[config.mk]
export PLATFORM = sky130hd
export DESIGN_NAME = pcf_port
export DESIGN_NICKNAME = d
export VERILOG_FILES = /design/src/core/pcf_pkg.sv /design/src/core/pcf_sync.sv /design/src/core/pcf_filt.sv /design/src/core/pcf_port.sv
export SDC_FILE = /design/constraint.sdc
export NUM_CORES = 1
export LEC_CHECK = 0
export BUFFER_PORTS_ARGS = -buffer_cell sky130_fd_sc_hd__buf_2
export CAP_MARGIN = 10
export CELL_PAD_IN_SITES_DETAIL_PLACEMENT = 0
export CELL_PAD_IN_SITES_GLOBAL_PLACEMENT = 2
export CORE_ASPECT_RATIO = 1.4
export CORE_MARGIN = 2
export CORE_UTILIZATION = 40
export CTS_BUF_LIST = sky130_fd_sc_hd__clkbuf_4
export CTS_CLUSTER_DIAMETER = 60
export CTS_CLUSTER_SIZE = 20
export DETAILED_ROUTE_END_ITERATION = 12
export PLACE_DENSITY = 0.76
export SLEW_MARGIN = 20
export SYNTH_ARGS = -nofsm -noshare
export SYNTH_HDL_FRONTEND = slang
export SYNTH_SLANG_ARGS = --single-unit
[constraint.sdc]
create_clock -name mclk_in -period 19.7 [get_ports mclk_in]
set_input_delay 0.985 -clock mclk_in [delete_from_list [all_inputs] [get_ports mclk_in]]
set_output_delay 0.985 -clock mclk_in [all_outputs]
set_load 0.005 [all_outputs]
[src/core/pcf_pkg.sv]
// constants shared by the port configuration block
package pcf_pkg;
	localparam int          NPIN        = 32;
	localparam int          NAD         = 16;
	localparam int          AW          = 6;
	localparam int          DW          = 16;
	// port bases, upper address bits
	localparam logic [1:0]  PORT_AD     = 2'h0;
	localparam logic [1:0]  PORT_M      = 2'h1;
	localparam logic [1:0]  PORT_S      = 2'h2;
	// register field offsets, lower address bits
	localparam logic [3:0]  F_DATA      = 4'h0;
	localparam logic [3:0]  F_INPUT     = 4'h1;
	localparam logic [3:0]  F_DIR       = 4'h2;
	localparam logic [3:0]  F_DRV       = 4'h3;
	localparam logic [3:0]  F_PULL      = 4'h4;
	localparam logic [3:0]  F_POL       = 4'h5;
	localparam logic [3:0]  F_WOM       = 4'h6;
	localparam logic [3:0]  F_IRQEN     = 4'h6;
	localparam logic [3:0]  F_FLAG      = 4'h7;
	localparam logic [3:0]  F_DIE       = 4'h8;
	// reset values, pins 15:0 analog port, 23:16 port m, 31:24 serial port
	localparam logic [31:0] RST_DATA    = 32'h0000_0000;
	localparam logic [31:0] RST_DIR     = 32'h0000_0000;
	localparam logic [31:0] RST_DRV     = 32'h0000_0000;
	localparam logic [31:0] RST_PULL    = 32'hFFF0_0000;
	localparam logic [31:0] RST_POL     = 32'h0000_0000;
	localparam logic [31:0] RST_WOM     = 32'h0000_0000;
	localparam logic [15:0] RST_IRQEN   = 16'h0000;
	localparam logic [15:0] RST_DIE     = 16'h0000;
	localparam logic [31:0] WOM_MASK    = 32'hFFFF_0000;
	// filter timing
	localparam logic [2:0]  FILT_CNT    = 3'h4;
	localparam int          CLK_NS      = 20;
	localparam int          STOP_SMP_NS = 2000;
	localparam int          STOP_DIV    = STOP_SMP_NS / CLK_NS;
	localparam logic [6:0]  STOP_DIV_M1 = 7'(STOP_DIV - 1);
endpackage : pcf_pkg

[src/core/pcf_sync.sv]
// two flip-flop synchroniser for the pin inputs
`timescale 1ns/1ps
module pcf_sync (
	input  wire logic                  mclk_in,
	input  wire logic                  rst_in,
	input  wire logic                  ce_in,
	input  wire logic [pcf_pkg::NPIN-1:0] d_in,
	output logic      [pcf_pkg::NPIN-1:0] q_out
);
	import pcf_pkg::*;

	logic [NPIN-1:0] meta;

	// meta feeds only the second stage
	always_ff @(posedge mclk_in or posedge rst_in) begin
		if (rst_in) begin
			meta  <= '0;
			q_out <= '0;
		end else if (ce_in) begin
			meta  <= d_in;
			q_out <= meta;
		end
	end
endmodule : pcf_sync

[src/core/pcf_filt.sv]
// per-pin edge glitch filter: four passive then four active samples
`timescale 1ns/1ps
module pcf_filt (
	input  wire logic       mclk_in,
	input  wire logic       rst_in,
	input  wire logic       ce_in,
	input  wire logic       sample_in,
	input  wire logic       level_in,
	input  wire logic       rise_in,
	output logic            edge_out,
	output logic [2:0]      count_out
);
	import pcf_pkg::*;

	logic [2:0] pcnt;
	logic       active;

	assign active = (level_in == rise_in);

	always_ff @(posedge mclk_in or posedge rst_in) begin
		if (rst_in) begin
			pcnt      <= '0;
			count_out <= '0;
			edge_out  <= 1'b0;
		end else if (ce_in) begin
			edge_out <= 1'b0;
			if (sample_in) begin
				if (!active) begin
					count_out <= '0;
					if (pcnt != FILT_CNT)
						pcnt <= pcnt + 3'h1;
				end else if (pcnt != FILT_CNT) begin
					// passive samples must be consecutive, an early active one restarts the run
					pcnt <= '0;
				end else begin
					// a pulse of three samples or fewer never raises edge_out here
					if (count_out == FILT_CNT - 3'h1) begin
						edge_out  <= 1'b1;
						pcnt      <= '0;
						count_out <= '0;
					end else begin
						count_out <= count_out + 3'h1;
					end
				end
			end
		end
	end
endmodule : pcf_filt

[src/core/pcf_port.sv]
// port pin configuration with filtered edge interrupts on the analog port
`timescale 1ns/1ps
// Overview of operation
// - pull device active only when enabled and pin is input or wired-or.
// - polarity 0 gives pull-up, 1 gives pull-down.
// - on interrupt pins polarity 0 detects falling, 1 rising edges.
// - direction 0 is input, 1 drives the output register bit.
// - reduced-drive bit 0 full strength, 1 reduced strength on outputs.
// - interrupt enable and edge logic exist only on the analog port.
// - analog module enabled disables outputs and forces digital input to 1.
// - every port comes out of reset as an input.
// - all port registers reset asynchronously.
// - reset pull-ups on port m 7:4 and serial port, others floating.
// - sixteen edge pins combine into one shared interrupt request.
// - request raised while any flag and its enable are both set.
// - enabled edge interrupt wakes the processor from wait and stop.
// - in run and wait, pulses of 3 clocks ignored, 4 accepted.
// - in stop, pulses to 3.2 us ignored, 10 us accepted.
// - valid edge needs 4 passive then 4 active samples.
// - filters run on bus clock, in stop on the internal oscillator.
// - oscillator runs in stop only while some pin is enabled and unflagged, counting or not.
// - interrupts work on inputs with input enable set and on outputs.
// - in stop the analog port keeps a wake-up path.
// - data read returns pin when input, register bit when output.
// - reads settle within three cycles after a direction change.
module pcf_port (
	input  wire logic                    mclk_in,
	input  wire logic                    rst_in,
	input  wire logic                    ce_in,
	input  wire logic [pcf_pkg::AW-1:0]  addr_in,
	input  wire logic [pcf_pkg::DW-1:0]  wdata_in,
	input  wire logic                    wr_in,
	input  wire logic                    rd_in,
	output logic      [pcf_pkg::DW-1:0]  rdata_out,
	input  wire logic                    analog_en_in,
	input  wire logic                    wait_in,
	input  wire logic                    stop_in,
	input  wire logic [pcf_pkg::NPIN-1:0] pin_in,
	output logic      [pcf_pkg::NPIN-1:0] pin_out,
	output logic      [pcf_pkg::NPIN-1:0] pin_oe_out,
	output logic      [pcf_pkg::NPIN-1:0] pin_weak_out,
	output logic      [pcf_pkg::NPIN-1:0] pin_pull_en_out,
	output logic      [pcf_pkg::NPIN-1:0] pin_pull_dn_out,
	output logic                         irq_out,
	output logic                         wake_out,
	output logic                         rc_run_out
);
	import pcf_pkg::*;

	logic [NPIN-1:0] data;
	logic [NPIN-1:0] dir;
	logic [NPIN-1:0] drive_reduce_bit;
	logic [NPIN-1:0] pull_enable_bit;
	logic [NPIN-1:0] port_polarity_bits;
	logic [NPIN-1:0] wom;
	logic [NAD-1:0]  analog_port_irq_enables;
	logic [NAD-1:0]  analog_port_irq_flags;
	logic [NAD-1:0]  digital_input_enable;
	logic [NPIN-1:0] pin_sync;
	logic [NPIN-1:0] pin_rd;
	logic [NPIN-1:0] ana_mask;
	logic [NAD-1:0]  edge_hit;
	logic [NAD-1:0]  filt_src;
	logic [NAD-1:0]  osc_need;
	logic [2:0]      filt_cnt [NAD];
	logic [6:0]      stop_div;
	logic            stop_tick;
	logic            sample;
	logic [NAD-1:0]  flag_clr;
	logic [NPIN-1:0] next_oe;
	logic [NPIN-1:0] next_pull_en;
	logic [DW-1:0]   next_rdata;
	logic [DW-1:0]   rd_field;

	// write one field of a flat register at the addressed port
	function automatic logic [NPIN-1:0] put(input logic [NPIN-1:0] old,
		input logic [AW-1:0] a, input logic [DW-1:0] d, input logic [3:0] f);
		put = old;
		if (a == {PORT_AD, f})
			put[15:0] = d;
		else if (a == {PORT_M, f})
			put[23:16] = d[7:0];
		else if (a == {PORT_S, f})
			put[31:24] = d[7:0];
	endfunction : put

	// pick the addressed port's slice, narrow ports read zero above bit 7
	function automatic logic [DW-1:0] get(input logic [NPIN-1:0] v, input logic [1:0] p);
		get = '0;
		unique case (p)
			PORT_AD: get = v[15:0];
			PORT_M:  get = {8'h00, v[23:16]};
			PORT_S:  get = {8'h00, v[31:24]};
			default: get = '0;
		endcase
	endfunction : get

	pcf_sync u_sync (
		.mclk_in (mclk_in),
		.rst_in  (rst_in),
		.ce_in   (ce_in),
		.d_in    (pin_in),
		.q_out   (pin_sync)
	);

	assign ana_mask = {16'h0000, {NAD{analog_en_in}}};
	// synchronised pins, analog port forced high while the analog module owns it
	assign pin_rd   = pin_sync | ana_mask;

	// configuration registers
	always_ff @(posedge mclk_in or posedge rst_in) begin
		if (rst_in) begin
			data <= RST_DATA;
			dir  <= RST_DIR;
		end else if (ce_in && wr_in) begin
			data <= put(data, addr_in, wdata_in, F_DATA);
			dir  <= put(dir, addr_in, wdata_in, F_DIR);
		end
	end

	always_ff @(posedge mclk_in or posedge rst_in) begin
		if (rst_in) begin
			drive_reduce_bit   <= RST_DRV;
			pull_enable_bit    <= RST_PULL;
			port_polarity_bits <= RST_POL;
			wom                <= RST_WOM;
		end else if (ce_in && wr_in) begin
			drive_reduce_bit   <= put(drive_reduce_bit, addr_in, wdata_in, F_DRV);
			pull_enable_bit    <= put(pull_enable_bit, addr_in, wdata_in, F_PULL);
			port_polarity_bits <= put(port_polarity_bits, addr_in, wdata_in, F_POL);
			// wired-or mode only exists on port m and the serial port
			wom <= put(wom, addr_in, wdata_in, F_WOM) & WOM_MASK;
		end
	end

	// analog-port-only interrupt controls
	always_ff @(posedge mclk_in or posedge rst_in) begin
		if (rst_in) begin
			analog_port_irq_enables <= RST_IRQEN;
			digital_input_enable    <= RST_DIE;
		end else if (ce_in && wr_in) begin
			if (addr_in == {PORT_AD, F_IRQEN})
				analog_port_irq_enables <= wdata_in;
			if (addr_in == {PORT_AD, F_DIE})
				digital_input_enable <= wdata_in;
		end
	end

	// filter clocking: every bus clock in run and wait, divided tick in stop
	always_ff @(posedge mclk_in or posedge rst_in) begin
		if (rst_in) begin
			stop_div <= '0;
		end else if (ce_in) begin
			if (!stop_in || !rc_run_out || stop_tick)
				stop_div <= '0;
			else
				stop_div <= stop_div + 7'h01;
		end
	end

	assign stop_tick = (stop_div == STOP_DIV_M1);
	// a 2 us sample period puts 4 samples between 3.2 us and 10 us
	assign sample    = stop_in ? (rc_run_out && stop_tick) : 1'b1;

	genvar gi;
	generate
		for (gi = 0; gi < NAD; gi++) begin : g_filt
			// outputs watch their own drive level, inputs need the input enable
			assign filt_src[gi] = dir[gi] ? data[gi] :
				(digital_input_enable[gi] ? pin_rd[gi] : 1'b1);
			assign osc_need[gi] = (filt_cnt[gi] <= FILT_CNT) &&
				analog_port_irq_enables[gi] && !analog_port_irq_flags[gi];

			pcf_filt u_filt (
				.mclk_in   (mclk_in),
				.rst_in    (rst_in),
				.ce_in     (ce_in),
				.sample_in (sample),
				.level_in  (filt_src[gi]),
				.rise_in   (port_polarity_bits[gi]),
				.edge_out  (edge_hit[gi]),
				.count_out (filt_cnt[gi])
			);
		end
	endgenerate

	// flags: a new edge in the clearing cycle survives
	assign flag_clr = (ce_in && wr_in && addr_in == {PORT_AD, F_FLAG}) ? wdata_in : '0;

	always_ff @(posedge mclk_in or posedge rst_in) begin
		if (rst_in)
			analog_port_irq_flags <= '0;
		else if (ce_in)
			analog_port_irq_flags <= (analog_port_irq_flags & ~flag_clr) | edge_hit;
	end

	// shared request and wake-up
	always_ff @(posedge mclk_in or posedge rst_in) begin
		if (rst_in) begin
			irq_out    <= 1'b0;
			wake_out   <= 1'b0;
			rc_run_out <= 1'b0;
		end else if (ce_in) begin
			irq_out    <= |(analog_port_irq_flags & analog_port_irq_enables);
			// registered wake level; this model keeps mclk running through stop
			wake_out   <= (stop_in || wait_in) &&
				|(analog_port_irq_flags & analog_port_irq_enables);
			rc_run_out <= stop_in && |osc_need;
		end
	end

	// pin drive decode
	always_comb begin
		// wired-or pins only ever pull low
		next_oe      = dir & ~(wom & data) & ~ana_mask;
		next_pull_en = pull_enable_bit & (~dir | wom);
	end

	always_ff @(posedge mclk_in or posedge rst_in) begin
		if (rst_in) begin
			pin_out         <= '0;
			pin_oe_out      <= '0;
			pin_weak_out    <= '0;
			pin_pull_en_out <= RST_PULL;
			pin_pull_dn_out <= '0;
		end else if (ce_in) begin
			pin_out         <= data;
			pin_oe_out      <= next_oe;
			pin_weak_out    <= drive_reduce_bit & dir;
			pin_pull_en_out <= next_pull_en;
			pin_pull_dn_out <= next_pull_en & port_polarity_bits;
		end
	end

	// read mux, unmapped addresses read zero
	always_comb begin
		rd_field   = '0;
		next_rdata = '0;
		unique case (addr_in[3:0])
			F_DATA:  rd_field = get((dir & data) | (~dir & pin_rd), addr_in[5:4]);
			F_INPUT: rd_field = get(pin_rd, addr_in[5:4]);
			F_DIR:   rd_field = get(dir, addr_in[5:4]);
			F_DRV:   rd_field = get(drive_reduce_bit, addr_in[5:4]);
			F_PULL:  rd_field = get(pull_enable_bit, addr_in[5:4]);
			F_POL:   rd_field = get(port_polarity_bits, addr_in[5:4]);
			F_WOM:   rd_field = (addr_in[5:4] == PORT_AD) ? analog_port_irq_enables
				: get(wom, addr_in[5:4]);
			F_FLAG:  rd_field = (addr_in[5:4] == PORT_AD) ? analog_port_irq_flags : '0;
			F_DIE:   rd_field = (addr_in[5:4] == PORT_AD) ? digital_input_enable : '0;
			default: rd_field = '0;
		endcase
		if (rd_in)
			next_rdata = rd_field;
	end

	always_ff @(posedge mclk_in or posedge rst_in) begin
		if (rst_in)
			rdata_out <= '0;
		else if (ce_in)
			rdata_out <= next_rdata;
	end
endmodule : pcf_port

==> results of run 1 <==
==> power by group <==
group / internal (W) / total, W / switching (W)
Combinational: 0.000229 / 0.000511 / 0.000282
Clock: 0.000199 / 0.000624 / 0.000425
Sequential: 0.00132 / 0.00145 / 0.000131
==> worst paths after layout <==
path                                     start                   endpoint  slack [ns]  cells past startpoint
max reg2reg                        stop_div[0]   g_filt[5].u_filt.pcnt[0]       16.95                      7
min in group mclk_in                pin_in[24]            u_sync.meta[24]        0.29                      2
min                                     rst_in  g_filt[14].u_filt.pcnt[2]        0.23                      2
min reg2reg                pin_pull_en_out[28]        pin_pull_en_out[28]        0.48                      2
max                                 addr_in[4]        drive_reduce_bit[3]       16.58                      8
max in group asynchronous               rst_in               rdata_out[4]       17.08                      4
==> worst max-delay path, cell delays in order <==
cell,delay [ns]
buf_2,0.12
inv_1,0.10
ha_1,0.18
buf_4,0.51
or3b_1,0.58
nor3_2,0.66
buf_4,0.34
mux2_2,0.36
==> logic make-up (layout without fill, tap and decap cells) <==
family,count (synthesis),count (layout),synth area share [%]
adders and majority gates,70,70,3.151
other,0,1,0
xor gates and xnor gates,15,15,0.4726
AOI/OAI and AO/OA,556,556,14.51
muxes,368,368,14.90
DFF,586,586,52.86
buffers and inverters,327,526,4.749
and+or+nand+nor,464,464,9.353
==> final cells by class <==
class / count / area, um2
fill: 6451 / 38410
inverter: 186 / 705.7
sequential: 586 / 14690
antenna: 1 / 2.502
clock buffer: 50 / 375.4
clock inverter: 24 / 296.5
tap: 928 / 1161
multi-input combinational: 1473 / 11820
timing repair buffer: 266 / 1426
==> placed cells by master, fill, tap and decap left out, types with 9 or more instances in the layout <==
master,instances
buf_2,239
o2111ai_1,17
nand3b_1,31
and3_1,12
nor3_1,31
nand2b_1,34
o21a_1,15
buf_4,25
o21ai_0,146
mux2i_1,10
a221o_1,18
o211ai_1,21
o2bb2ai_1,44
nand3_1,54
nand4b_1,9
a22oi_1,22
dfstp_2,24
a222oi_1,37
a32o_1,10
dfrtp_1,562
nor2b_1,33
o22ai_1,13
and2_1,17
inv_1,182
a22o_1,96
clkbuf_4,50
ha_1,68
a221oi_1,11
a21oi_1,61
xor2_1,12
nor2_1,82
nand2_1,103
mux2_2,356
==> routing by layer <==
layer	wire length, um	vias up
met5	0	-
met4	4875	0
met3	3968	171
met2	44320	603
met1	36810	10330
li1	-	8980
==> through the flow <==
stage	setup WS (ns)	instances	instance area (um2)	hold WS, ns	power, W
2_1_floorplan	2.357	2386	27800	0.4476	0.001805
3_3_place_gp	15.87	3438	29780	0.4602	0.001956
3_5_place_dp	15.73	3438	29780	0.4584	0.001988
4_1_cts	16.70	3512	30450	0.2085	0.002613
5_1_grt	16.56	3514	30480	0.2524	0.002731
6_report	16.58	3514	30480	0.2333	0.002589
==> results.py, run 1 <==
metrics = {
    "global_route": {
        "grtUsageMet1_pct": 32.27,
        "grtUsageMet2_pct": 42.53,
        "grt_pass1_vias": 20571,
        "grt-busiest-layer": "met2",
        "grt_overflow_total": 0,
        "grtUsageMet3_pct": 2.909,
        "grt_pass1_wl_mm": 135.1,
        "grt_usage_pct": 25.23,
        "antenna_found_initial": 2,
        "grt_max_degree": 127,
    },
    "critical_path": {
        "crit_path_start_kind": "primary input",
        "path_max_fanout": 48,
        "required_ns": 20.44,
        "cp_data_arrival_time_ns": 3.86,
        "criticalPathCategory": "in -> reg",
        "worst_setup_path_end_kind": "flip-flop",
    },
    "clock_network": {
        "clock_sinks": 586,
        "cts-root-buf": "clkbuf_4",
        "clk_latency_ns": 0.91,
        "cts_buffer_depth": 3,
        "cts_setup_buffers": 0,
        "cts_made_buffers": 41,
        "htreeDepth": 2,
        "path_clk_slew_ns": 0.18,
        "cts.hold.buffers_added": 0,
        "ctsResizeCount": 0,
        "cts_tree": "done",
    },
    "detailed_routing": {
        "wirelength_mm": 89.98,
        "drtIter0Drc": 1881,
        "wire_per_inst_um": 25.61,
        "vias": 20084,
        "drtAntennaViolNets": 0,
        "drc": 0,
        "drt_pass1_iterations": 6,
        "via_per_inst": 5.715,
    },
    "power_and_ir_drop": {
        "p_leak_nw": 14.15,
        "power_density_nw_per_um2": 84.93,
        "peakVddDrop_v": 0.00003949,
    },
    "place": {
        "place_congestion": 0.8741,
        "dpl.hpwl_mm": 64.39,
        "port_buffers": 240,
    },
    "floorplanning": {
        "die_x_um": 226.8,
        "core_area_um2": 68890,
        "rows": 114,
        "fp.dieH_um": 315.9,
        "ios": 241,
        "start_util_pct": 40.35,
        "dieArea_um2": 71650,
    },
    "synth": {
        "syn_area_um2": 27800,
        "synth_edf_count": 0,
        "synth_warnings": 0,
        "ys_types": 77,
        "synth_top_area_share_pct": 50.59,
        "syn-num-nets": 2518,
        "synth_top_area_cell": "dfrtp_1",
        "ys_async_sr_fraction_pct": 100.0,
        "ys.flop_type": "dfrtp_1",
        "synth.ff_latch_count": 586,
        "synth_seq_area_share_pct": 52.86,
        "syn_avg_cell_area_um2": 11.65,
        "ys_top_cells_by_area": "dfrtp_1 (51%), mux2_2 (14%), ha_1 (3.2%)",
        "synthMostInstantiatedCell": "dfrtp_1",
        "synth_commonest_cells": "dfrtp_1 (562), mux2_2 (356), inv_1 (183)",
        "syn_inst": 2386,
    },
    "sta": {
        "fin_setup_tns_ns": 0,
        "max_freq_mhz": 320.8,
        "post-route-min-period_ns": 3.118,
        "rsz0062_at_grt": "no",
        "relSlewSlack_pct": 27.99,
        "setup_viol": 0,
        "worst_pin_slew_ns": 1.080,
        "post-route-period-util_pct": 15.83,
        "final_max_slew_viol_count": 0,
        "hold_viol": 0,
        "finClkSkew_ns": 0.08596,
    },
    "cells_and_area": {
        "reg_top3": "g_filt.u_filt.count_out x48, g_filt.u_filt.pcnt x48",
        "final_layout_size_suffix_gt1_share_pct": 29.56,
        "area_growth_pct": 9.659,
        "postLayoutCoreUtil_pct": 44.25,
        "nets": 2686,
    },
    "min_path": {
        "hp-class": "in -> async",
    },
    "outcome": {
        "status": "finished, final reports clean",
    },
    "flow_run": {
        "drv_cap": 0,
    },
}
No activity file was read; power rests on OpenSTA's default activity.
==> run 2: changes to the inputs <==
clock period = 2.9 ns   (was 19.7 ns; I/O delays follow)
==> results.py, run 2 (synthesis gave the netlist of run 1 again) <==
metrics = {
    "clock_network": {
        "cts-root-buf": "clkbuf_4",
        "cts_tree": "done",
        "clk_latency_ns": 0.94,
        "htreeDepth": 2,
        "path_clk_slew_ns": 0.19,
        "cts_made_buffers": 43,
        "ctsResizeCount": 0,
        "clock_sinks": 586,
        "cts_buffer_depth": 3,
    },
    "place": {
        "place_inst": 3482,
        "place_congestion": 0.9111,
        "place_ws_ns": 0.4304,
        "dpl.hpwl_mm": 67.04,
        "port_buffers": 240,
    },
    "critical_path": {
        "cp_data_arrival_time_ns": 3.21,
        "slowest_delay_ns": 0.55,
        "cp_cell_sequence": "dlygate4sd3_1, buf_2, inv_1, ha_1, or3b_1, nor2_4, nand3_2, buf_4, mux2_2, dlygate4sd3_1",
        "path_max_fanout": 9,
        "critPathSlowestCell": "dlygate4sd3_1",
        "criticalPathCategory": "in -> reg",
        "critPathTopFamily": "buffers and inverters",
        "crit_path_start_kind": "primary input",
        "crit_buf_inv": 5,
        "required_ns": 3.73,
        "path_common_cell": "dlygate4sd3_1",
        "worst_setup_path_end_kind": "flip-flop",
    },
    "detailed_routing": {
        "vias": 20967,
        "drc": 0,
        "via_per_inst": 5.676,
        "drtAntennaViolNets": 0,
        "drt_pass1_iterations": 9,
        "drtIter0Drc": 1823,
        "wirelength_mm": 91.68,
        "wire_per_inst_um": 24.82,
    },
    "outcome": {
        "status": "finished, final reports clean",
    },
    "cells_and_area": {
        "layout_commonest_cell": "dfrtp_1",
        "n_fill_cell": 6431,
        "postLayoutCoreUtil_pct": 46.80,
        "reg_top3": "g_filt.u_filt.count_out x48, g_filt.u_filt.pcnt x48",
        "mostFrequentLayoutCells": "dfrtp_1 (562), mux2_2 (356), buf_2 (239)",
        "instances_no_fill": 3694,
        "final_layout_size_suffix_gt1_share_pct": 29.24,
        "area_growth_pct": 15.99,
        "nets": 2862,
    },
    "global_route": {
        "grtUsageMet2_pct": 44.29,
        "grt_usage_pct": 25.77,
        "grt_max_degree": 120,
        "grt_pass1_wl_mm": 138.4,
        "grt-busiest-layer": "met2",
        "antenna_found_initial": 8,
        "grtUsageMet3_pct": 3.141,
        "grt_pass1_vias": 21503,
        "grtUsageMet1_pct": 31.81,
        "grt_overflow_total": 0,
    },
    "sta": {
        "post-route-min-period_ns": 2.374,
        "max_freq_mhz": 421.3,
        "hold_viol": 0,
        "setup_ws_ns": 0.5263,
        "final_max_slew_viol_count": 0,
        "setup_viol": 0,
        "worst_pin_slew_ns": 0.8169,
        "holdWs_ns": 0.1442,
        "relSlewSlack_pct": 45.54,
        "finClkSkew_ns": 0.06641,
        "rsz0062_at_grt": "no",
        "post-route-period-util_pct": 81.85,
    },
    "flow_run": {
        "drv_cap": 0,
    },
    "floorplanning": {
        "die_x_um": 226.8,
        "ios": 241,
        "fp.dieH_um": 315.9,
        "dieArea_um2": 71650,
        "start_util_pct": 40.35,
        "rows": 114,
        "core_area_um2": 68890,
    },
    "power_and_ir_drop": {
        "power_density_nw_per_um2": 550.3,
        "design_power_total_w": 0.01774,
        "peakVddDrop_v": 0.0003325,
        "p_leak_nw": 14.94,
    },
    "min_path": {
        "hp-class": "in -> reg",
    },
}
==> run 2: cell types whose count changed in the layout (fill, tap and decap cells not counted), moves of 3 or more <==
cell / change
dlygate4sd3_1: +131
buf_4: +31
buf_12: +13
diode_2: +5
inv_6: -5
bufinv_16: -3
clkinv_8: +3
==> run 2: per-stage QoR <==
step | area (um2) | TNS [ns]
floorplan | 27800 | -3000.91
global placement | 30260 | 0
detailed placement | 30260 | 0
CTS | 32230 | 0
global route | 32240 | 0
finish | 32240 | 0
==> run 2: timing repair <==
action / in CTS / in global routing
hold endpoints to repair: 1040 / 0
hold buffers: 131 / 0
buffers inserted: 0 / 0
==> run 2: path summary, 6_finish.rpt <==
check / startpoint / end / slack, ns / cells past startpoint
worst max-delay path: addr_in[4] / dir[9] / 0.53 / 10
worst min-delay path: stop_in / rc_run_out / 0.14 / 4
worst max register to register: stop_div[0] / g_filt[15].u_filt.count_out[0] / 0.69 / 7
worst min register to register: pin_pull_en_out[21] / pin_pull_en_out[21] / 0.49 / 2
max in group asynchronous: rst_in / pin_pull_en_out[21] / 1.42 / 6
min in group asynchronous: rst_in / g_filt[13].u_filt.edge_out / 0.41 / 4
==> run 2: tightest hold or removal path, cell delays in order <==
cell and delay (ns):
dlygate4sd3_1 0.54, buf_2 0.16, o41ai_1 0.08, o21ai_0 0.07
==> run 2: per-layer routing <==
| metal | vias up | wire length (um) |
|---|---|---|
| li1 | 9334 | - |
| met1 | 10832 | 36600 |
| met2 | 630 | 45870 |
| met3 | 171 | 4149 |
| met4 | 0 | 5066 |
| met5 | - | 0 |
==> run 2: where the power goes <==
part	leakage, nW	internal, W	switching (W)
logic	6.85	0.00177	0.00194
clock network	0.362	0.00115	0.00297
registers	7.73	0.00899	0.000919
==> run 2: final cells by class <==
| cell class | count | area (um2) | share of cell area (%) |
|---|---|---|---|
| Sequential cell | 586 | 14690 | 45.57 |
| Multi-Input combinational cell | 1473 | 11810 | 36.63 |
| Timing Repair Buffer | 440 | 3203 | 9.934 |
| Tap cell | 928 | 1161 | 3.601 |
| Inverter | 186 | 701.9 | 2.177 |
| Clock buffer | 51 | 382.9 | 1.187 |
| Clock inverter | 24 | 275.3 | 0.8537 |
| Antenna cell | 6 | 15.01 | 0.04657 |
